$ cat src/atsiw_regs.svh
// Purpose: Register offsets, field positions and reset values
// Assumes: Byte addresses on a 32-bit register bus
// Notes:   Definitions only
`ifndef ATSIW_REGS_SVH
`define ATSIW_REGS_SVH

// ----------------------------------------------------------------
// Offsets
// ----------------------------------------------------------------
`define ATSIW_OFF_CONTROL    8'h00
`define ATSIW_OFF_COUNTER    8'h04
`define ATSIW_OFF_STATUS     8'h08
`define ATSIW_OFF_STAT_CLR   8'h0C
`define ATSIW_OFF_IRQ_SET    8'h10
`define ATSIW_OFF_IRQ_CLR    8'h14
`define ATSIW_OFF_IRQ_MASK   8'h18
`define ATSIW_OFF_WAKE_EN    8'h1C
`define ATSIW_OFF_ALARM_0    8'h20
`define ATSIW_OFF_ALARM_1    8'h24
`define ATSIW_OFF_PERIOD0    8'h30
`define ATSIW_OFF_PERIOD1    8'h34
`define ATSIW_OFF_CLOCK      8'h40

// ----------------------------------------------------------------
// Field positions
// ----------------------------------------------------------------
`define ATSIW_BIT_OVERFLOW   0
`define ATSIW_BIT_ALARM_0    8
`define ATSIW_BIT_PER_0      16
`define ATSIW_BIT_BUSY       24
`define ATSIW_BIT_READY      25
`define ATSIW_BIT_CLK_BUSY   28
`define ATSIW_BIT_CLKREADY   29
`define ATSIW_BIT_CLR_ALARM  8
`define ATSIW_BIT_CLK_EN     0
`define ATSIW_TAP_SEL_W      5

// ----------------------------------------------------------------
// Reset values and masks
// ----------------------------------------------------------------
`define ATSIW_RESET_VALUE    32'h0000_0000
`define ATSIW_FLAG_MASK      32'h2203_0301
`define ATSIW_WAKE_MASK      32'h0003_0301
`define ATSIW_CTRL_MASK      32'h0000_0300
`define ATSIW_RESP_OKAY      2'h0
`define ATSIW_RESP_SLVERR    2'h2

`endif

$ cat src/atsiw_pkg.sv
// Purpose: Shared types of the timer status block
// Assumes: Nothing
// Notes:   Offsets live in atsiw_regs.svh
package atsiw_pkg;

    typedef enum logic [3:0] {
        ATSIW_SEL_NONE,
        ATSIW_SEL_CONTROL,
        ATSIW_SEL_COUNTER,
        ATSIW_SEL_STATUS,
        ATSIW_SEL_STAT_CLR,
        ATSIW_SEL_IRQ_SET,
        ATSIW_SEL_IRQ_CLR,
        ATSIW_SEL_IRQ_MASK,
        ATSIW_SEL_WAKE_EN,
        ATSIW_SEL_ALARM_0,
        ATSIW_SEL_ALARM_1,
        ATSIW_SEL_PERIOD0,
        ATSIW_SEL_PERIOD1,
        ATSIW_SEL_CLOCK
    } atsiw_sel_type;

endpackage

$ cat src/atsiw_edge.sv
// Purpose: Rise and fall detection for a vector of levels
// Assumes: Inputs synchronous to aclk
// Notes:   One cycle pulses, combinational from the held copy
`timescale 1ns/10ps
`default_nettype none
module atsiw_edge #(
    parameter int W = 6
) (
    // Clock and reset
    input  wire logic         aclk,
    input  wire logic         aresetn,
    // Levels and edges
    input  wire logic [W-1:0] level,
    output logic      [W-1:0] rise,
    output logic      [W-1:0] fall
);

    logic [W-1:0] prev_q;
    logic         armed_q;

    // No edges until the held copy is valid: a level already high
    // at reset release must not look like a rise
    always_ff @(posedge aclk)
    begin
        if (!aresetn)
        begin
            prev_q  <= '0;
            armed_q <= 1'b0;
        end
        else
        begin
            prev_q  <= level;
            armed_q <= 1'b1;
        end
    end

    assign rise = level & ~prev_q & {W{armed_q}};
    assign fall = prev_q & ~level & {W{armed_q}};

endmodule
`default_nettype wire

$ cat src/atsiw_flags.sv
// Purpose: Bank of sticky flags with per-bit set and clear
// Assumes: Set and clear are one cycle strobes
// Notes:   A set in the clearing cycle wins, so no event is lost
`timescale 1ns/10ps
`default_nettype none
module atsiw_flags #(
    parameter int W = 32
) (
    // Clock and reset
    input  wire logic         aclk,
    input  wire logic         aresetn,
    // Strobes
    input  wire logic [W-1:0] set,
    input  wire logic [W-1:0] clr,
    // State
    output logic      [W-1:0] flags
);

    logic [W-1:0] flags_q;

    always_ff @(posedge aclk)
    begin
        if (!aresetn)
            flags_q <= '0;
        else
            flags_q <= set | (flags_q & ~clr);
    end

    assign flags = flags_q;

endmodule
`default_nettype wire

$ cat src/atsiw_timer_status.sv
// Purpose: Status, interrupt mask, wake and compare part of a timer
// Assumes: Counter, prescaler and busy inputs already on aclk
// Notes:   AXI4-Lite slave, one write and one read at a time
//
// Function
// Clock busy falling sets clock ready flag
// Clock enable write holds clock busy until done
// Sync busy falling sets timer ready flag
// Busy discards writes to synchronised registers
// Busy reads wake, alarm, interval as zero
// Selected prescaler bit rising sets periodic flag
// Counter equal to alarm sets alarm flag
// Counter overflow sets sticky overflow flag
// Status clear ones clear flags; zeros ignored
// Enable-set ones set mask bits
// Enable-clear ones clear mask bits
// Mask register readable, resets to zero
// Enabled periodic edge requests a wakeup
// Enabled alarm match requests a wakeup
// Enabled overflow requests a wakeup
// Two read/write alarm values compared with counter
// Interval select picks periodic prescaler tap
// Counter value readable, zero while busy
// Clear-on-alarm bit makes match clear counter
// Shutdown wakeup resets mask only
// Software checks busy before synchronised writes
// Interrupt high when flag and mask coincide
// Wake request is gated OR, mask independent
`timescale 1ns/10ps
`include "atsiw_regs.svh"
`default_nettype none
module atsiw_timer_status #(
    parameter int PRESC_W = 32,
    parameter int ADDR_W  = 8
) (
    // Clock and reset
    input  wire logic              aclk,
    input  wire logic              aresetn,
    // Write address
    input  wire logic [ADDR_W-1:0] s_axi_awaddr,
    input  wire logic [2:0]        s_axi_awprot,
    input  wire logic              s_axi_awvalid,
    output logic                   s_axi_awready,
    // Write data
    input  wire logic [31:0]       s_axi_wdata,
    input  wire logic [3:0]        s_axi_wstrb,
    input  wire logic              s_axi_wvalid,
    output logic                   s_axi_wready,
    // Write response
    output logic [1:0]             s_axi_bresp,
    output logic                   s_axi_bvalid,
    input  wire logic              s_axi_bready,
    // Read address
    input  wire logic [ADDR_W-1:0] s_axi_araddr,
    input  wire logic [2:0]        s_axi_arprot,
    input  wire logic              s_axi_arvalid,
    output logic                   s_axi_arready,
    // Read data
    output logic [31:0]            s_axi_rdata,
    output logic [1:0]             s_axi_rresp,
    output logic                   s_axi_rvalid,
    input  wire logic              s_axi_rready,
    // Timer core side
    input  wire logic [31:0]       counter_value,
    input  wire logic [PRESC_W-1:0] prescaler_bits,
    input  wire logic              counter_overflow,
    input  wire logic              sync_busy,
    input  wire logic              clock_change_done,
    input  wire logic              shutdown_wake,
    // Requests
    output logic                   irq,
    output logic                   wake_request,
    output logic                   counter_clear,
    output logic                   prescaler_clock_enable
);

    // ------------------------------------------------------------
    // Decode
    // ------------------------------------------------------------
    function automatic atsiw_pkg::atsiw_sel_type decode(
        input logic [ADDR_W-1:0] addr
    );
        logic [7:0] a;
        a = addr[7:0];
        unique case (a)
            `ATSIW_OFF_CONTROL:  decode = atsiw_pkg::ATSIW_SEL_CONTROL;
            `ATSIW_OFF_COUNTER:  decode = atsiw_pkg::ATSIW_SEL_COUNTER;
            `ATSIW_OFF_STATUS:   decode = atsiw_pkg::ATSIW_SEL_STATUS;
            `ATSIW_OFF_STAT_CLR: decode = atsiw_pkg::ATSIW_SEL_STAT_CLR;
            `ATSIW_OFF_IRQ_SET:  decode = atsiw_pkg::ATSIW_SEL_IRQ_SET;
            `ATSIW_OFF_IRQ_CLR:  decode = atsiw_pkg::ATSIW_SEL_IRQ_CLR;
            `ATSIW_OFF_IRQ_MASK: decode = atsiw_pkg::ATSIW_SEL_IRQ_MASK;
            `ATSIW_OFF_WAKE_EN:  decode = atsiw_pkg::ATSIW_SEL_WAKE_EN;
            `ATSIW_OFF_ALARM_0:  decode = atsiw_pkg::ATSIW_SEL_ALARM_0;
            `ATSIW_OFF_ALARM_1:  decode = atsiw_pkg::ATSIW_SEL_ALARM_1;
            `ATSIW_OFF_PERIOD0:  decode = atsiw_pkg::ATSIW_SEL_PERIOD0;
            `ATSIW_OFF_PERIOD1:  decode = atsiw_pkg::ATSIW_SEL_PERIOD1;
            `ATSIW_OFF_CLOCK:    decode = atsiw_pkg::ATSIW_SEL_CLOCK;
            default:             decode = atsiw_pkg::ATSIW_SEL_NONE;
        endcase
    endfunction

    function automatic logic [31:0] lanes(input logic [3:0] strb);
        lanes = {{8{strb[3]}}, {8{strb[2]}}, {8{strb[1]}}, {8{strb[0]}}};
    endfunction

    // ------------------------------------------------------------
    // Write channel
    // ------------------------------------------------------------
    logic [ADDR_W-1:0] awaddr_q;
    logic [31:0]       wdata_q;
    logic [3:0]        wstrb_q;
    logic              aw_held_q;
    logic              w_held_q;
    logic              awready_q;
    logic              wready_q;
    logic              bvalid_q;
    logic [1:0]        bresp_q;
    logic              wr_fire;
    logic [31:0]       wbits;
    logic [31:0]       wmask;
    atsiw_pkg::atsiw_sel_type wsel;
    logic              wr_open;

    assign wr_fire = aw_held_q && w_held_q && !bvalid_q;
    assign wsel    = decode(awaddr_q);
    assign wmask   = lanes(wstrb_q);
    assign wbits   = wdata_q & wmask;
    // Synchronised registers drop writes while the core is busy
    assign wr_open = wr_fire && !sync_busy;

    always_ff @(posedge aclk)
    begin
        if (!aresetn)
        begin
            aw_held_q <= 1'b0;
            awaddr_q  <= '0;
        end
        else if (s_axi_awvalid && awready_q)
        begin
            aw_held_q <= 1'b1;
            awaddr_q  <= s_axi_awaddr;
        end
        else if (wr_fire)
            aw_held_q <= 1'b0;
    end

    always_ff @(posedge aclk)
    begin
        if (!aresetn)
        begin
            w_held_q <= 1'b0;
            wdata_q  <= '0;
            wstrb_q  <= '0;
        end
        else if (s_axi_wvalid && wready_q)
        begin
            w_held_q <= 1'b1;
            wdata_q  <= s_axi_wdata;
            wstrb_q  <= s_axi_wstrb;
        end
        else if (wr_fire)
            w_held_q <= 1'b0;
    end

    // Ready only while the holding slot is empty and no answer waits
    always_ff @(posedge aclk)
    begin
        if (!aresetn)
        begin
            awready_q <= 1'b0;
            wready_q  <= 1'b0;
        end
        else
        begin
            awready_q <= !(s_axi_awvalid && awready_q) && !aw_held_q
                         && !bvalid_q && !wr_fire;
            wready_q  <= !(s_axi_wvalid && wready_q) && !w_held_q
                         && !bvalid_q && !wr_fire;
        end
    end

    always_ff @(posedge aclk)
    begin
        if (!aresetn)
        begin
            bvalid_q <= 1'b0;
            bresp_q  <= `ATSIW_RESP_OKAY;
        end
        else if (wr_fire)
        begin
            bvalid_q <= 1'b1;
            bresp_q  <= (wsel == atsiw_pkg::ATSIW_SEL_NONE)
                        ? `ATSIW_RESP_SLVERR : `ATSIW_RESP_OKAY;
        end
        else if (s_axi_bready)
            bvalid_q <= 1'b0;
    end

    // ------------------------------------------------------------
    // Software registers
    // ------------------------------------------------------------
    logic [31:0] ctrl_q;
    logic [31:0] wake_en_q;
    logic [31:0] alarm_q [2];
    logic [`ATSIW_TAP_SEL_W-1:0] tap_sel_q [2];
    logic [31:0] mask_q;
    logic        clk_en_q;
    logic        clk_busy_q;
    logic        clk_wr;

    always_ff @(posedge aclk)
    begin
        if (!aresetn)
        begin
            ctrl_q    <= `ATSIW_RESET_VALUE;
            wake_en_q <= `ATSIW_RESET_VALUE;
        end
        else if (wr_open)
        begin
            if (wsel == atsiw_pkg::ATSIW_SEL_CONTROL)
                ctrl_q <= ((ctrl_q & ~wmask) | wbits) & `ATSIW_CTRL_MASK;
            if (wsel == atsiw_pkg::ATSIW_SEL_WAKE_EN)
                wake_en_q <= ((wake_en_q & ~wmask) | wbits)
                             & `ATSIW_WAKE_MASK;
        end
    end

    genvar gi;
    generate
        for (gi = 0; gi < 2; gi++)
        begin : g_chan
            always_ff @(posedge aclk)
            begin
                if (!aresetn)
                begin
                    alarm_q[gi]   <= `ATSIW_RESET_VALUE;
                    tap_sel_q[gi] <= '0;
                end
                else if (wr_open)
                begin
                    if (wsel == (gi == 0 ? atsiw_pkg::ATSIW_SEL_ALARM_0
                                         : atsiw_pkg::ATSIW_SEL_ALARM_1))
                        alarm_q[gi] <= (alarm_q[gi] & ~wmask) | wbits;
                    if (wsel == (gi == 0 ? atsiw_pkg::ATSIW_SEL_PERIOD0
                                         : atsiw_pkg::ATSIW_SEL_PERIOD1)
                        && wstrb_q[0])
                        tap_sel_q[gi] <= wdata_q[`ATSIW_TAP_SEL_W-1:0];
                end
            end
        end
    endgenerate

    // Shutdown wakeup drops the mask but keeps everything else
    always_ff @(posedge aclk)
    begin
        if (!aresetn || shutdown_wake)
            mask_q <= `ATSIW_RESET_VALUE;
        else if (wr_fire && wsel == atsiw_pkg::ATSIW_SEL_IRQ_SET)
            mask_q <= mask_q | (wbits & `ATSIW_FLAG_MASK);
        else if (wr_fire && wsel == atsiw_pkg::ATSIW_SEL_IRQ_CLR)
            mask_q <= mask_q & ~wbits;
    end

    assign clk_wr = wr_fire && wsel == atsiw_pkg::ATSIW_SEL_CLOCK
                    && wstrb_q[0];

    always_ff @(posedge aclk)
    begin
        if (!aresetn)
        begin
            clk_en_q   <= 1'b0;
            clk_busy_q <= 1'b0;
        end
        else
        begin
            if (clk_wr)
                clk_en_q <= wdata_q[`ATSIW_BIT_CLK_EN];
            // Write wins over a completion in the same cycle
            if (clk_wr)
                clk_busy_q <= 1'b1;
            else if (clock_change_done)
                clk_busy_q <= 1'b0;
        end
    end

    // ------------------------------------------------------------
    // Events and flags
    // ------------------------------------------------------------
    logic [5:0]  lvl;
    logic [5:0]  rise;
    logic [5:0]  fall;
    logic [1:0]  per_evt;
    logic [1:0]  alm_evt;
    logic [31:0] set_v;
    logic [31:0] clr_v;
    logic [31:0] flags_q;

    generate
        for (gi = 0; gi < 2; gi++)
        begin : g_evt
            assign lvl[gi]     = prescaler_bits[tap_sel_q[gi]];
            assign lvl[gi + 2] = counter_value == alarm_q[gi];
        end
    endgenerate
    assign lvl[4]  = sync_busy;
    assign lvl[5]  = clk_busy_q;
    assign per_evt = rise[1:0];
    assign alm_evt = rise[3:2];

    atsiw_edge #(
        .W (6)
    ) u_edge (
        .aclk    (aclk),
        .aresetn (aresetn),
        .level   (lvl),
        .rise    (rise),
        .fall    (fall)
    );

    always_comb
    begin
        set_v = '0;
        set_v[`ATSIW_BIT_OVERFLOW] = counter_overflow;
        set_v[`ATSIW_BIT_ALARM_0 +: 2] = alm_evt;
        set_v[`ATSIW_BIT_PER_0 +: 2] = per_evt;
        set_v[`ATSIW_BIT_READY] = fall[4];
        set_v[`ATSIW_BIT_CLKREADY] = fall[5];
    end

    assign clr_v = (wr_open && wsel == atsiw_pkg::ATSIW_SEL_STAT_CLR)
                   ? wbits & `ATSIW_FLAG_MASK : '0;

    atsiw_flags #(
        .W (32)
    ) u_flags (
        .aclk    (aclk),
        .aresetn (aresetn),
        .set     (set_v),
        .clr     (clr_v),
        .flags   (flags_q)
    );

    // ------------------------------------------------------------
    // Requests
    // ------------------------------------------------------------
    logic irq_q;
    logic wake_q;
    logic cclr_q;

    always_ff @(posedge aclk)
    begin
        if (!aresetn)
        begin
            irq_q  <= 1'b0;
            wake_q <= 1'b0;
            cclr_q <= 1'b0;
        end
        else
        begin
            irq_q  <= |(flags_q & mask_q);
            wake_q <= |(set_v & wake_en_q);
            cclr_q <= |(alm_evt & ctrl_q[`ATSIW_BIT_CLR_ALARM +: 2]);
        end
    end

    // ------------------------------------------------------------
    // Read channel
    // ------------------------------------------------------------
    logic        arready_q;
    logic        rvalid_q;
    logic [31:0] rdata_q;
    logic [1:0]  rresp_q;
    logic [31:0] rd_v;
    logic [31:0] stat_v;
    logic        rd_zero;
    atsiw_pkg::atsiw_sel_type rsel;

    assign rsel = decode(s_axi_araddr);

    always_comb
    begin
        stat_v = flags_q;
        stat_v[`ATSIW_BIT_BUSY] = sync_busy;
        stat_v[`ATSIW_BIT_CLK_BUSY] = clk_busy_q;
        rd_zero = 1'b0;
        unique case (rsel)
            atsiw_pkg::ATSIW_SEL_CONTROL:  rd_v = ctrl_q;
            atsiw_pkg::ATSIW_SEL_COUNTER:  rd_v = counter_value;
            atsiw_pkg::ATSIW_SEL_STATUS:   rd_v = stat_v;
            atsiw_pkg::ATSIW_SEL_IRQ_MASK: rd_v = mask_q;
            atsiw_pkg::ATSIW_SEL_WAKE_EN:  rd_v = wake_en_q;
            atsiw_pkg::ATSIW_SEL_ALARM_0:  rd_v = alarm_q[0];
            atsiw_pkg::ATSIW_SEL_ALARM_1:  rd_v = alarm_q[1];
            atsiw_pkg::ATSIW_SEL_PERIOD0:  rd_v = 32'(tap_sel_q[0]);
            atsiw_pkg::ATSIW_SEL_PERIOD1:  rd_v = 32'(tap_sel_q[1]);
            atsiw_pkg::ATSIW_SEL_CLOCK:    rd_v = {31'h0, clk_en_q};
            default:                       rd_v = '0;
        endcase
        unique case (rsel)
            atsiw_pkg::ATSIW_SEL_CONTROL, atsiw_pkg::ATSIW_SEL_COUNTER,
            atsiw_pkg::ATSIW_SEL_WAKE_EN, atsiw_pkg::ATSIW_SEL_ALARM_0,
            atsiw_pkg::ATSIW_SEL_ALARM_1, atsiw_pkg::ATSIW_SEL_PERIOD0,
            atsiw_pkg::ATSIW_SEL_PERIOD1: rd_zero = sync_busy;
            default:                      rd_zero = 1'b0;
        endcase
    end

    always_ff @(posedge aclk)
    begin
        if (!aresetn)
        begin
            arready_q <= 1'b0;
            rvalid_q  <= 1'b0;
            rdata_q   <= '0;
            rresp_q   <= `ATSIW_RESP_OKAY;
        end
        else if (s_axi_arvalid && arready_q)
        begin
            arready_q <= 1'b0;
            rvalid_q  <= 1'b1;
            rdata_q   <= rd_zero ? '0 : rd_v;
            rresp_q   <= (rsel == atsiw_pkg::ATSIW_SEL_NONE)
                         ? `ATSIW_RESP_SLVERR : `ATSIW_RESP_OKAY;
        end
        else if (rvalid_q && s_axi_rready)
            rvalid_q <= 1'b0;
        else if (!rvalid_q)
            arready_q <= 1'b1;
    end

    assign s_axi_awready          = awready_q;
    assign s_axi_wready           = wready_q;
    assign s_axi_bvalid           = bvalid_q;
    assign s_axi_bresp            = bresp_q;
    assign s_axi_arready          = arready_q;
    assign s_axi_rvalid           = rvalid_q;
    assign s_axi_rdata            = rdata_q;
    assign s_axi_rresp            = rresp_q;
    assign irq                    = irq_q;
    assign wake_request           = wake_q;
    assign counter_clear          = cclr_q;
    assign prescaler_clock_enable = clk_en_q;
endmodule
`default_nettype wire

$ cat config.mk
export PLATFORM = sky130hd
export DESIGN_NAME = atsiw_timer_status
export DESIGN_NICKNAME = d
export VERILOG_FILES = /design/src/atsiw_pkg.sv /design/src/atsiw_edge.sv /design/src/atsiw_flags.sv /design/src/atsiw_timer_status.sv
export VERILOG_INCLUDE_DIRS = /design/src /design/src/src
export SDC_FILE = /design/constraint.sdc
export NUM_CORES = 1
export LEC_CHECK = 0
export ABC_CLOCK_PERIOD_IN_PS = 8800
export BUFFER_PORTS_ARGS = -buffer_cell sky130_fd_sc_hd__clkbuf_2
export CORE_MARGIN = 2
export CORE_UTILIZATION = 45
export CTS_CLUSTER_SIZE = 20
export DETAILED_ROUTE_END_ITERATION = 8
export PLACE_DENSITY = 0.67
export SYNTH_ARGS = -nofsm -noshare
export SYNTH_HDL_FRONTEND = slang
export SYNTH_HIERARCHICAL = 1
export SYNTH_SLANG_ARGS = --single-unit
export TNS_END_PERCENT = 1
$ cat constraint.sdc
create_clock -name aclk -period 8.8 [get_ports aclk]
set_input_delay 0.44 -clock aclk [delete_from_list [all_inputs] [get_ports aclk]]
set_output_delay 0.44 -clock aclk [all_outputs]
set_load 0.01 [all_outputs]
* Yosys cells after proc, flatten, opt, wreduce, memory -nomap -nowiden
Memories as Yosys holds them, arrays and structs flattened.
Cells that the tools add are included.
** Storage, ports and cells
- Memories :: 2
- Bits in registers :: 170
- Logic and storage cells :: 198
- Input bits :: 133
- Output and inout port bits :: 45
- Bits in writable memories :: 74
** Cells by class
- Eq/ne operators :: 46
- $lt $le $gt $ge :: 2
- Mux-type cells :: 45
- Bitwise logic cells :: 32
- Reductions and logical operators :: 47
** Memory list
- alarm_q :: depth 2, width 32, read ports 2, clocked after Yosys merged registers in 0, wr ports 2, RTL line atsiw_timer_status.sv:205 : logic [31:0] alarm_q [2];
- tap_sel_q :: depth 2, width 5, read ports 2, clocked after Yosys merged registers in 0, wr ports 2, RTL line atsiw_timer_status.sv:206 : logic [`ATSIW_TAP_SEL_W-1:0] tap_sel_q [2];
** Operators with widths (count)
- $pmux 32 s10 :: 1
- $and 32x32->32 :: 6
- $mux 32 :: 5
- $pmux 4 s13 :: 2
- $eq 32x32->1 :: 2
- $eq 8x5->1 const B :: 8
- $eq 8x6->1 const B :: 8
- $not 32->32 :: 2
- $or 32x32->32 :: 2
- $reduce_or 32->1 :: 2
- $eq 4x4->1 const B :: 12
- $eq 8x4->1 const B :: 4
- $not 30->32 :: 1
- $or 30x32->32 :: 1
- $or 32x30->32 :: 1
- $and 30x18->30 :: 1
- $mux 1 :: 30
- $mux 30 :: 1
- $logic_and 1x1->1 :: 20
- $and 18x18->18 :: 1
- $or 18x18->18 :: 1
- $eq 4x3->1 const B :: 4
- $eq 8x3->1 const B :: 2
- $eq 8x7->1 const B :: 2
- 23 further kinds :: 53

* Logic depth before layout (Yosys ltp)
Gate-level depths: netlist (run 1).
- Word-level depth :: 9
- Gate-level depth with buffers :: 10
- Depth with buffers taken out :: 8

* Cells and area by module
The synthesis (run 1) kept the hierarchy.
** By module, submodules not included
- atsiw_timer_status :: seq. area each 4804.6 µm², area an instance 10543.9 µm², cells each 1127, times used 1
- atsiw_flags :: seq. area each 640.6 µm², area an instance 1114.8 µm², cells each 99, times used 1
- atsiw_edge :: seq. area each 140.1 µm², area an instance 296.5 µm², cells each 26, times used 1

* Least setup slack after synthesis (run 1)
OpenSTA, ideal clock, no wires.
- Kind :: register to register
- Start :: register awaddr_q[0]
- End :: memory alarm_q[0][0] (enable)
- Library setup time :: 0.466 ns
- Slack :: 4.669 ns
- Buffers on the path :: 1
- Data required time :: 8.334 ns
- Period minus slack after synthesis :: 4.131 ns
- Arrival time :: 3.665 ns
- Stages on the path, launching flop included :: 5
- Cells stage by stage :: dfxtp_1 -> or3_1 -> clkbuf_1 -> or4_4 -> o21ai_0
** RTL lines
- from (decl) :: RTL line atsiw_timer_status.sv:110 : logic [ADDR_W-1:0] awaddr_q;
- from (signal assigned) :: RTL line atsiw_timer_status.sv:142 : awaddr_q <= s_axi_awaddr;
- to (decl) :: RTL line atsiw_timer_status.sv:205

==> results.py, run 1 <==
metrics = {
    "sta": {
        "tns_ns": 0,
        "worst_pin_slew_ns": 1.09,
        "rsz0062_at_grt": "false",
        "maxSlewHeadroom_pct": 27.0,
        "period_minus_slack_ns": 2.92,
        "clock_skew_ns": 0.0108,
        "setup_violations": 0,
        "fin_crit_sh_pct": 33.2,
        "slew_viol_final": 0,
        "hold_violations": 0,
        "fmax_mhz": 343,
    },
    "detailed_routing": {
        "drcViolationCount": 0,
        "detail_route.first_pass.iterations": 8,
        "via_per_inst": 5.78,
        "wire_per_inst_um": 21.1,
        "vias": 10300,
        "wirelength_mm": 37.6,
        "drtIter0Drc": 1260,
        "postRouteAntennaNets": 0,
    },
    "synth": {
        "yosys_warnings": 6,
        "syn_inst": 1246,
        "syn_avg_cell_area_um2": 9.55,
        "syn_area_um2": 11900,
    },
    "clocking": {
        "clockBufferDepth": 3,
        "cts_buffers": 27,
        "htree_num_levels": 1,
        "clk_pin_slew_ns": 0.06,
        "tritoncts": "built",
        "post_cts_buffers": 0,
        "cts_root_buf": "clkbuf_16",
        "cts.repair.resized": 0,
        "clock_latency_ns": 0.54,
        "cts.sinks": 242,
        "cts_hold_buffers": 0,
    },
    "final_layout": {
        "layout-drive-gt1-share_pct": 18.7,
        "multi_input_area_um2": 6130,
        "fin_nets": 1563,
        "syn_to_final_growth_pct": 17.6,
        "n_antenna_cell": 0,
        "fillerInstances": 2467,
        "final-seq-area_um2": 5590,
        "fin_area_um2": 14000,
    },
    "critical_path": {
        "cp-end-kind": "flip-flop",
        "worstPathMaxFanout": 9,
        "crit_slowest_cell": "edfxtp_1",
        "worstPathRequired_ns": 9.18,
        "crit_top_cell": "mux4_2",
        "critical_path_class": "reg2reg",
        "cp_slowest_stage_delay_ns": 0.72,
        "cp.arrival_ns": 3.30,
        "r2r-start": "tap_sel_q[0][0]$_SDFFCE_PN0P_",
        "cp-start-kind": "flip-flop",
        "path_cells": "mux4_2, mux4_2, mux2_2, and3b_1, a222oi_1, a21oi_1",
        "critPathLaunch": "tap_sel_q[0][0]$_SDFFCE_PN0P_",
    },
    "floorplan": {
        "fp.dieW_um": 167,
        "dieArea_um2": 27800,
        "core_area_um2": 26000,
        "die_h_um": 167,
        "num_io_pins": 178,
        "initial_core_util_pct": 45.8,
        "rows": 59,
    },
    "global_routing": {
        "grtUsageMet2_pct": 39.9,
        "grt_pass1_vias": 9631,
        "overflow": 0,
        "grt_first_pass_wirelength_mm": 57.6,
        "top_usage_layer": "met1",
        "grt_max_degree": 60,
        "grtUsageMet1_pct": 40.0,
        "grtUsageMet3_pct": 3.90,
        "grt_usage_pct": 26.5,
        "antenna_found_initial": 0,
    },
    "place": {
        "place_area_um2": 13100,
        "place_hpwl_mm": 26.4,
        "numPortBuffers": 169,
        "gp_congestion": 1.01,
    },
    "worst_hold_path": {
        "hold_start": "s_axi_wdata[19]",
        "hold_class": "in2reg",
    },
    "outcome": {
        "status": "completed",
    },
    "power": {
        "leakagePower_nw": 5.56,
        "ir_drop_uv": 122,
        "p_per_area_nw_per_um2": 181,
    },
    "run": {
        "drv_cap": 0,
    },
}
through the flow:
stage / hold WS, ns / worst slack [ns] / power [mW] / utilization, % / instances
5_1_grt: 0.116 / 5.72 / 2.62 / 53.9 / 1786
2_1_floorplan: 0.416 / 4.67 / 1.36 / - / 1297
3_5_place_dp: 0.439 / 5.71 / 1.46 / 50.5 / 1736
6_report: 0.121 / 5.88 / 2.53 / 53.9 / 1786
3_3_place_gp: 0.437 / 5.75 / 1.45 / 50.5 / 1736
4_1_cts: 0.105 / 5.85 / 2.54 / 53.9 / 1786
flip-flops by register name (all words and copies together), names as in the netlist, 4 cells and up, named ones only:
register / count
u_edge/prev_q: 6
u_flags/flags: 32
awaddr_q: 8
wdata_q: 32
wstrb_q: 4
alarm_q: 64
mask_q: 25
s_axi_rdata: 32
tap_sel_q: 10
cell type report:
class                           count  share of cell area, %
Sequential cell                   242                   39.9
Clock buffer                       44                   5.93
Tap cell                          335                   2.99
Inverter                            8                  0.215
Clock inverter                      6                  0.286
Timing Repair Buffer              184                   6.85
Multi-Input combinational cell    967                   43.8
routing by layer:
layer | vias up | part of all wire [%]
met4 | 0 | 2.7
met1 | 4912 | 44
met3 | 70 | 9.3
met2 | 502 | 44
met5 | - | 0
li1 | 4845 | -
critical path: cells and delay by family, from the launching register on:
family             cells  cell delay (ns)
DFF                    1             0.72
muxes                  3             1.35
AOI/OAI and AO/OA      2             0.48
and+or+nand+nor        1             0.20
power breakdown:
part           internal, mW  total, mW  switching [mW]
logic                0.0863      0.209           0.123
clock network         0.643       1.09           0.452
registers              1.18       1.23          0.0436
total                  1.91       2.53           0.619
worst paths after layout:
path / to / slack (ns) / cells past startpoint
max reg2reg: wake_request$_SDFF_PN0_ / 5.88 / 6
max: wake_request$_SDFF_PN0_ / 5.88 / 6
min reg2reg: s_axi_rdata[17]$_SDFFE_PN0P_ / 0.45 / 2
min: wdata_q[19]$_SDFFE_PN0P_ / 0.12 / 3
cell usage in the layout (no fill, tap or decap), drive strengths merged, types with 3 or more instances in the layout:
| master | count |
|---|---|
| nand2 | 237 |
| clkbuf | 213 |
| dfxtp | 168 |
| a21oi | 125 |
| edfxtp | 74 |
| xor2 | 64 |
| nand2b | 58 |
| conb | 52 |
| o21ai | 52 |
| nor2b | 34 |
| o21a | 33 |
| nor2 | 29 |
| a22oi | 26 |
| nor4 | 26 |
| o211a | 25 |
| a21boi | 25 |
| mux4 | 20 |
| a221oi | 20 |
| buf | 15 |
| a222oi | 14 |
| and2 | 13 |
| mux2i | 12 |
| nand4 | 10 |
| o211ai | 10 |
| inv | 10 |
| a211oi | 7 |
| nor3 | 7 |
| and3b | 7 |
| a32oi | 6 |
| nand3 | 6 |
| or3 | 5 |
| nand3b | 5 |
| a22o | 5 |
| nor3b | 3 |
| clkinv | 3 |
| or2 | 3 |
| or4 | 3 |
| nor4b | 3 |
(Power assumes the default switching activity.)
==> inputs of run 2 (changes only) <==
--- a/config.mk
+++ b/config.mk
@@ -6,7 +6,7 @@
 export SDC_FILE = /design/constraint.sdc
 export NUM_CORES = 1
 export LEC_CHECK = 0
-export ABC_CLOCK_PERIOD_IN_PS = 8800
+export ABC_CLOCK_PERIOD_IN_PS = 3000
 export BUFFER_PORTS_ARGS = -buffer_cell sky130_fd_sc_hd__clkbuf_2
 export CORE_MARGIN = 2
 export CORE_UTILIZATION = 45
==> constraint.sdc (replaced) <==
create_clock -name aclk -period 3 [get_ports aclk]
set_input_delay 0.15 -clock aclk [delete_from_list [all_inputs] [get_ports aclk]]
set_output_delay 0.15 -clock aclk [all_outputs]
set_load 0.01 [all_outputs]
==> run 2 against run 1 <==
- sequential share of layout area down 2.2 points
- critical path depth is the same
- routed wire length increased by 1.4%
- count of clock-buffer cells in the layout down 1
- die area unchanged
- worst hold slack got worse by 0.11 ns
- via count rose by 2.8%
- non-clock buffer count rose by 83
- setup slack got worse by 5.7 ns
- sequential cell count stayed put
- fmax increased by 5.0%
==> results.py, run 2 (synthesized netlist as in run 1, its figures left out) <==
metrics = {
    "sta": {
        "maxSlewHeadroom_pct": 37.3,
        "period_minus_slack_ns": 2.78,
        "worst_pin_slew_ns": 0.933,
        "setup_violations": 0,
        "hold_violations": 0,
        "fmax_mhz": 360,
        "fin_hold_ws_ns": 0.0132,
        "slew_viol_final": 0,
        "rsz0062_at_grt": "false",
        "fin_crit_sh_pct": 92.7,
        "clock_skew_ns": 0.0136,
        "tns_ns": 0,
    },
    "outcome": {
        "status": "completed",
    },
    "final_layout": {
        "final_cell_mix": "nand2_1, clkbuf_2, dfxtp_1, a21oi_1, edfxtp_1",
        "largest_reg_flops": 64,
        "n_antenna_cell": 0,
        "fin_nets": 1646,
        "regMostFlops": "alarm_q",
        "fin_area_um2": 14800,
        "syn_to_final_growth_pct": 24.4,
        "mostFrequentLayoutCell": "nand2_1",
        "layout-drive-gt1-share_pct": 18.5,
    },
    "critical_path": {
        "path_cells": "mux4_2, mux4_2, mux2_2, and3b_1, a222oi_1, a21oi_1",
        "cp-start-kind": "flip-flop",
        "cp.arrival_ns": 3.18,
        "worst-path-buf-inv": 0,
        "worstPathMaxFanout": 9,
        "critical_path_class": "reg2reg",
        "r2r-start": "tap_sel_q[0][0]$_SDFFCE_PN0P_",
        "crit_slowest_cell": "edfxtp_1",
        "cp_slowest_stage_delay_ns": 0.68,
        "r2r_cells": 6,
        "r2r_slack_ns": 0.22,
        "reg2reg_to": "wake_request$_SDFF_PN0_",
        "cp-end-kind": "flip-flop",
        "critPathTopFamily": "multiplexers",
        "worstPathRequired_ns": 3.40,
        "crit_top_cell": "mux4_2",
    },
    "power": {
        "power.switching_mw": 1.84,
        "totalPowerFinal_mw": 7.51,
        "ir_drop_uv": 429,
        "p_per_area_nw_per_um2": 507,
        "seqPwrFrac_pct": 47.8,
        "p_clk_share_pct": 42.7,
        "p_sw_share_pct": 24.5,
        "leakagePower_nw": 5.92,
        "power_frac_comb_pct": 9.5,
        "internal-power_mw": 5.67,
    },
    "detailed_routing": {
        "detail_route.first_pass.iterations": 6,
        "drtIter0Drc": 1233,
        "wirelength_mm": 38.2,
        "vias": 10600,
        "wire_per_inst_um": 20.4,
        "drcViolationCount": 0,
        "via_per_inst": 5.68,
        "postRouteAntennaNets": 0,
    },
    "place": {
        "place_area_um2": 13300,
        "numPortBuffers": 169,
        "place_hpwl_mm": 27.1,
        "gp_congestion": 0.988,
    },
    "worst_hold_path": {
        "hold_class": "in2reg",
        "holdPathStages": 3,
        "hold-path-endpoint": "s_axi_rdata[9]$_SDFFE_PN0P_",
        "hold_start": "counter_value[9]",
    },
    "clocking": {
        "cts_root_buf": "clkbuf_16",
        "cts_hold_buffers": 67,
        "tritoncts": "built",
        "htree_num_levels": 1,
        "clockBufferDepth": 3,
        "post_cts_buffers": 0,
        "cts_buffers": 27,
        "clk_pin_slew_ns": 0.06,
        "clock_latency_ns": 0.54,
        "cts.repair.resized": 0,
        "cts.sinks": 242,
    },
    "floorplan": {
        "dieArea_um2": 27800,
        "fp.dieW_um": 167,
        "die_h_um": 167,
        "core_area_um2": 26000,
        "rows": 59,
        "initial_core_util_pct": 45.8,
        "num_io_pins": 178,
    },
    "global_routing": {
        "grt_usage_pct": 26.8,
        "overflow": 0,
        "grt_max_degree": 57,
        "grt_first_pass_wirelength_mm": 58.2,
        "grt_pass1_vias": 9771,
        "antenna_found_initial": 0,
    },
    "run": {
        "drv_cap": 0,
    },
}
==> run 2: power groups by stage <==
stage | logic [mW] | registers, mW | clock network (mW)
after detailed placement | 0.631 | 3.66 | 0
final | 0.711 | 3.59 | 3.20
after global placement | 0.622 | 3.65 | 0
after floorplan | 0.395 | 3.60 | 0
after CTS | 0.702 | 3.59 | 3.23
after global routing | 0.770 | 3.60 | 3.38
==> run 2: metal layers <==
metal  part of all wire [%]  vias up  GRT usage (%)
li1                       -     5023              -
met1                     44     4994           40.2
met2                     42      530           39.3
met3                     10       71           4.44
met4                    3.5        0           8.85
met5                      0        -              0
==> run 2: stage by stage <==
step | instances | setup WS (ns) | utilization [%]
2_1_floorplan | 1297 | -0.0488 | -
3_3_place_gp | 1752 | 0.305 | 51.1
4_1_cts | 1868 | 0.191 | 57.0
5_1_grt | 1868 | 0.0711 | 57.0
3_5_place_dp | 1752 | 0.199 | 51.1
6_report | 1868 | 0.220 | 57.0
==> run 2: how the worst max path moves through the flow <==
stage	start	end	slack, ns	cells past startpoint
after floorplan	awaddr_q[5]$_SDFFE_PN0P_	alarm_q[1][0]$_SDFFCE_PN0P_	-0.05	5
after global placement	tap_sel_q[0][0]$_SDFFCE_PN0P_	wake_request$_SDFF_PN0_	0.30	6
after detailed placement	tap_sel_q[0][0]$_SDFFCE_PN0P_	wake_request$_SDFF_PN0_	0.20	6
after CTS	tap_sel_q[0][0]$_SDFFCE_PN0P_	wake_request$_SDFF_PN0_	0.19	6
after global routing	tap_sel_q[0][0]$_SDFFCE_PN0P_	wake_request$_SDFF_PN0_	0.07	6
final	tap_sel_q[0][0]$_SDFFCE_PN0P_	wake_request$_SDFF_PN0_	0.22	6
==> run 2: area by class of cell <==
class                   instances  area [um^2]
clock buffers                  43          786
clock inverters                 6         62.6
fillers                      2335        11200
inverters                       8         30.0
multi-input cells             967         6120
flip-flops and latches        242         5590
well taps                     335          419
repair buffers                267         1800
==> run 2: worst min-delay path, stage by stage <==
cell      delay [ns]
clkbuf_2        0.15
a211oi_1        0.11
o21ai_1         0.10
==> inputs of run 3 (changes only) <==
--- a/config.mk
+++ b/config.mk
@@ -6,6 +6,7 @@
 export SDC_FILE = /design/constraint.sdc
 export NUM_CORES = 1
 export LEC_CHECK = 0
+export ABC_AREA = 1
 export ABC_CLOCK_PERIOD_IN_PS = 3000
 export BUFFER_PORTS_ARGS = -buffer_cell sky130_fd_sc_hd__clkbuf_2
 export CORE_MARGIN = 2
==> run 3 against run 2 <==
- die area grew 7.3%
- via count rose by 20%
- setup slack improved by 0.44 ns
- register-to-register slack gained 0.44 ns
- synthesized cell count rose by 38%
- non-clock buffer count down 24
- sequential cell count unchanged
- final cell count increased by 26%
- routed wire length rose by 11%
- critical path depth up 4
- design area up 4.5%
- largest cell class unchanged
==> results.py, run 3 <==
metrics = {
    "critical_path": {
        "cp-start-kind": "flip-flop",
        "cp.arrival_ns": 2.80,
        "r2r_slack_ns": 0.66,
        "cp-end-kind": "flip-flop",
        "worstPathMaxFanout": 3,
        "worstPathRequired_ns": 3.46,
        "critical_path_class": "reg2reg",
    },
    "clocking": {
        "cts_buffers": 26,
        "tritoncts": "built",
        "clockBufferDepth": 3,
        "cts_hold_buffers": 48,
        "clk_pin_slew_ns": 0.06,
        "clock_latency_ns": 0.53,
        "cts.sinks": 242,
        "htree_num_levels": 1,
        "cts_root_buf": "clkbuf_16",
        "cts.repair.resized": 0,
        "post_cts_buffers": 0,
    },
    "power": {
        "power_frac_comb_pct": 10.3,
        "p_sw_share_pct": 25.0,
        "internal-power_mw": 5.71,
        "leakagePower_nw": 6.57,
        "p_clk_share_pct": 42.4,
        "power.switching_mw": 1.91,
        "p_per_area_nw_per_um2": 492,
        "ir_drop_uv": 421,
        "seqPwrFrac_pct": 47.2,
    },
    "detailed_routing": {
        "drtIter0Drc": 1284,
        "postRouteAntennaNets": 0,
        "drcViolationCount": 0,
        "vias": 12700,
        "wirelength_mm": 42.5,
        "via_per_inst": 5.37,
        "detail_route.first_pass.iterations": 6,
        "wire_per_inst_um": 18.0,
    },
    "sta": {
        "clock_skew_ns": 0.00980,
        "fmax_mhz": 427,
        "slew_viol_final": 0,
        "tns_ns": 0,
        "maxSlewHeadroom_pct": 29.6,
        "fin_crit_sh_pct": 78.0,
        "hold_violations": 0,
        "worst_pin_slew_ns": 1.05,
        "period_minus_slack_ns": 2.34,
        "setup_violations": 0,
        "rsz0062_at_grt": "false",
    },
    "global_routing": {
        "antenna_found_initial": 0,
        "grtUsageMet3_pct": 4.55,
        "grt_usage_pct": 27.8,
        "grt_max_degree": 36,
        "overflow": 0,
        "grtUsageMet1_pct": 39.4,
        "top_usage_layer": "met2",
        "grt_pass1_vias": 12000,
        "grt_first_pass_wirelength_mm": 66.0,
        "grtUsageMet2_pct": 42.6,
    },
    "final_layout": {
        "mostFrequentLayoutCell": "nand2_1",
        "final_cell_mix": "nand2_1, inv_1, nor2_1, dfxtp_1, clkbuf_2",
        "largest_reg_flops": 64,
        "layout-drive-gt1-share_pct": 17.6,
        "fillerInstances": 2675,
        "fin_nets": 2097,
        "syn_to_final_growth_pct": 20.9,
        "n_antenna_cell": 0,
        "fin_cells": 2362,
        "regMostFlops": "alarm_q",
    },
    "floorplan": {
        "die_h_um": 173,
        "initial_core_util_pct": 45.9,
        "rows": 61,
        "num_io_pins": 178,
        "core_area_um2": 27900,
        "dieArea_um2": 29800,
        "fp.dieW_um": 173,
    },
    "synth": {
        "yosys_warnings": 6,
        "syn_area_um2": 12800,
        "syn_avg_cell_area_um2": 7.43,
        "syn_inst": 1722,
    },
    "outcome": {
        "status": "completed",
    },
    "place": {
        "place_hpwl_mm": 30.8,
        "gp_congestion": 1.00,
        "numPortBuffers": 169,
        "dp.cells": 2266,
    },
    "worst_hold_path": {
        "hold_class": "in2reg",
    },
    "run": {
        "drv_cap": 0,
    },
}
-- run 3: changes by cell type in the layout (fill, tap and decap cells not counted), sizes merged, moves of 26 or more --
cell	previous run	this run
nor2	29	238
inv	10	215
nand2	237	376
nand3	6	83
nand2b	58	0
nand4	10	62
a21oi	125	169
o21ai	52	95
nor2b	34	1
o21a	33	1
a22oi	26	0
-- run 3: path summary, 6_finish.rpt --
kind                                  endpoint                          from  depth (start not counted)
hold / removal     u_edge/prev_q[4]$_SDFF_PN0_                     sync_busy                          3
hold reg to reg   s_axi_rdata[16]$_SDFFE_PN0P_  s_axi_rdata[16]$_SDFFE_PN0P_                          2
setup reg to reg       wake_request$_SDFF_PN0_  alarm_q[1][30]$_SDFFCE_PN0P_                         10
setup / recovery       wake_request$_SDFF_PN0_  alarm_q[1][30]$_SDFFCE_PN0P_                         10
-- run 3: critical path, stage by stage, from the launching register on --
cell and delay [ns]:
edfxtp_1 0.45, xor2_1 0.23, nor4_1 0.31, nand3_1 0.13
or2_2 0.29, nor3_1 0.24, nand2_1 0.08, nor2_1 0.19
a22o_1 0.17, a221oi_1 0.05, a21oi_1 0.15
-- run 3: routing by layer --
layer | share of wire (%) | vias up
met3 | 10 | 109
met4 | 4.2 | 0
met1 | 43 | 5783
li1 | - | 6129
met5 | 0 | -
met2 | 43 | 673
-- run 3: power by group through the flow --
| stage | clock (mW) | sequential [mW] | combinational [mW] |
|---|---|---|---|
| after floorplan | 0 | 3.62 | 0.463 |
| after global placement | 0 | 3.66 | 0.711 |
| after detailed placement | 0 | 3.66 | 0.721 |
| after CTS | 3.26 | 3.59 | 0.773 |
| after global routing | 3.41 | 3.61 | 0.865 |
| final | 3.23 | 3.60 | 0.787 |
-- run 3: stage by stage --
stage | setup WS [ns] | power (mW) | area [um^2] | utilization (%) | hold WS, ns
finish | 0.659 | 7.62 | 15500 | 55.5 | 0.0400
global route | 0.487 | 7.88 | 15500 | 55.5 | 0.0338
CTS | 0.698 | 7.63 | 15500 | 55.5 | 0.00968
detailed placement | 0.613 | 4.38 | 14100 | 50.7 | 0.408
global placement | 0.686 | 4.37 | 14100 | 50.7 | 0.404
floorplan | 0.185 | 4.09 | 13000 | - | 0.178
-- run 3: cell type report --
class,instances,area (um^2),share of cell area [%]
Inverter,219,825,5.33
Clock buffer,38,767,4.96
Sequential cell,242,5590,36.1
Clock inverter,10,97.6,0.631
Tap cell,378,473,3.06
Multi-Input combinational cell,1232,6180,39.9
Timing Repair Buffer,243,1550,10.0
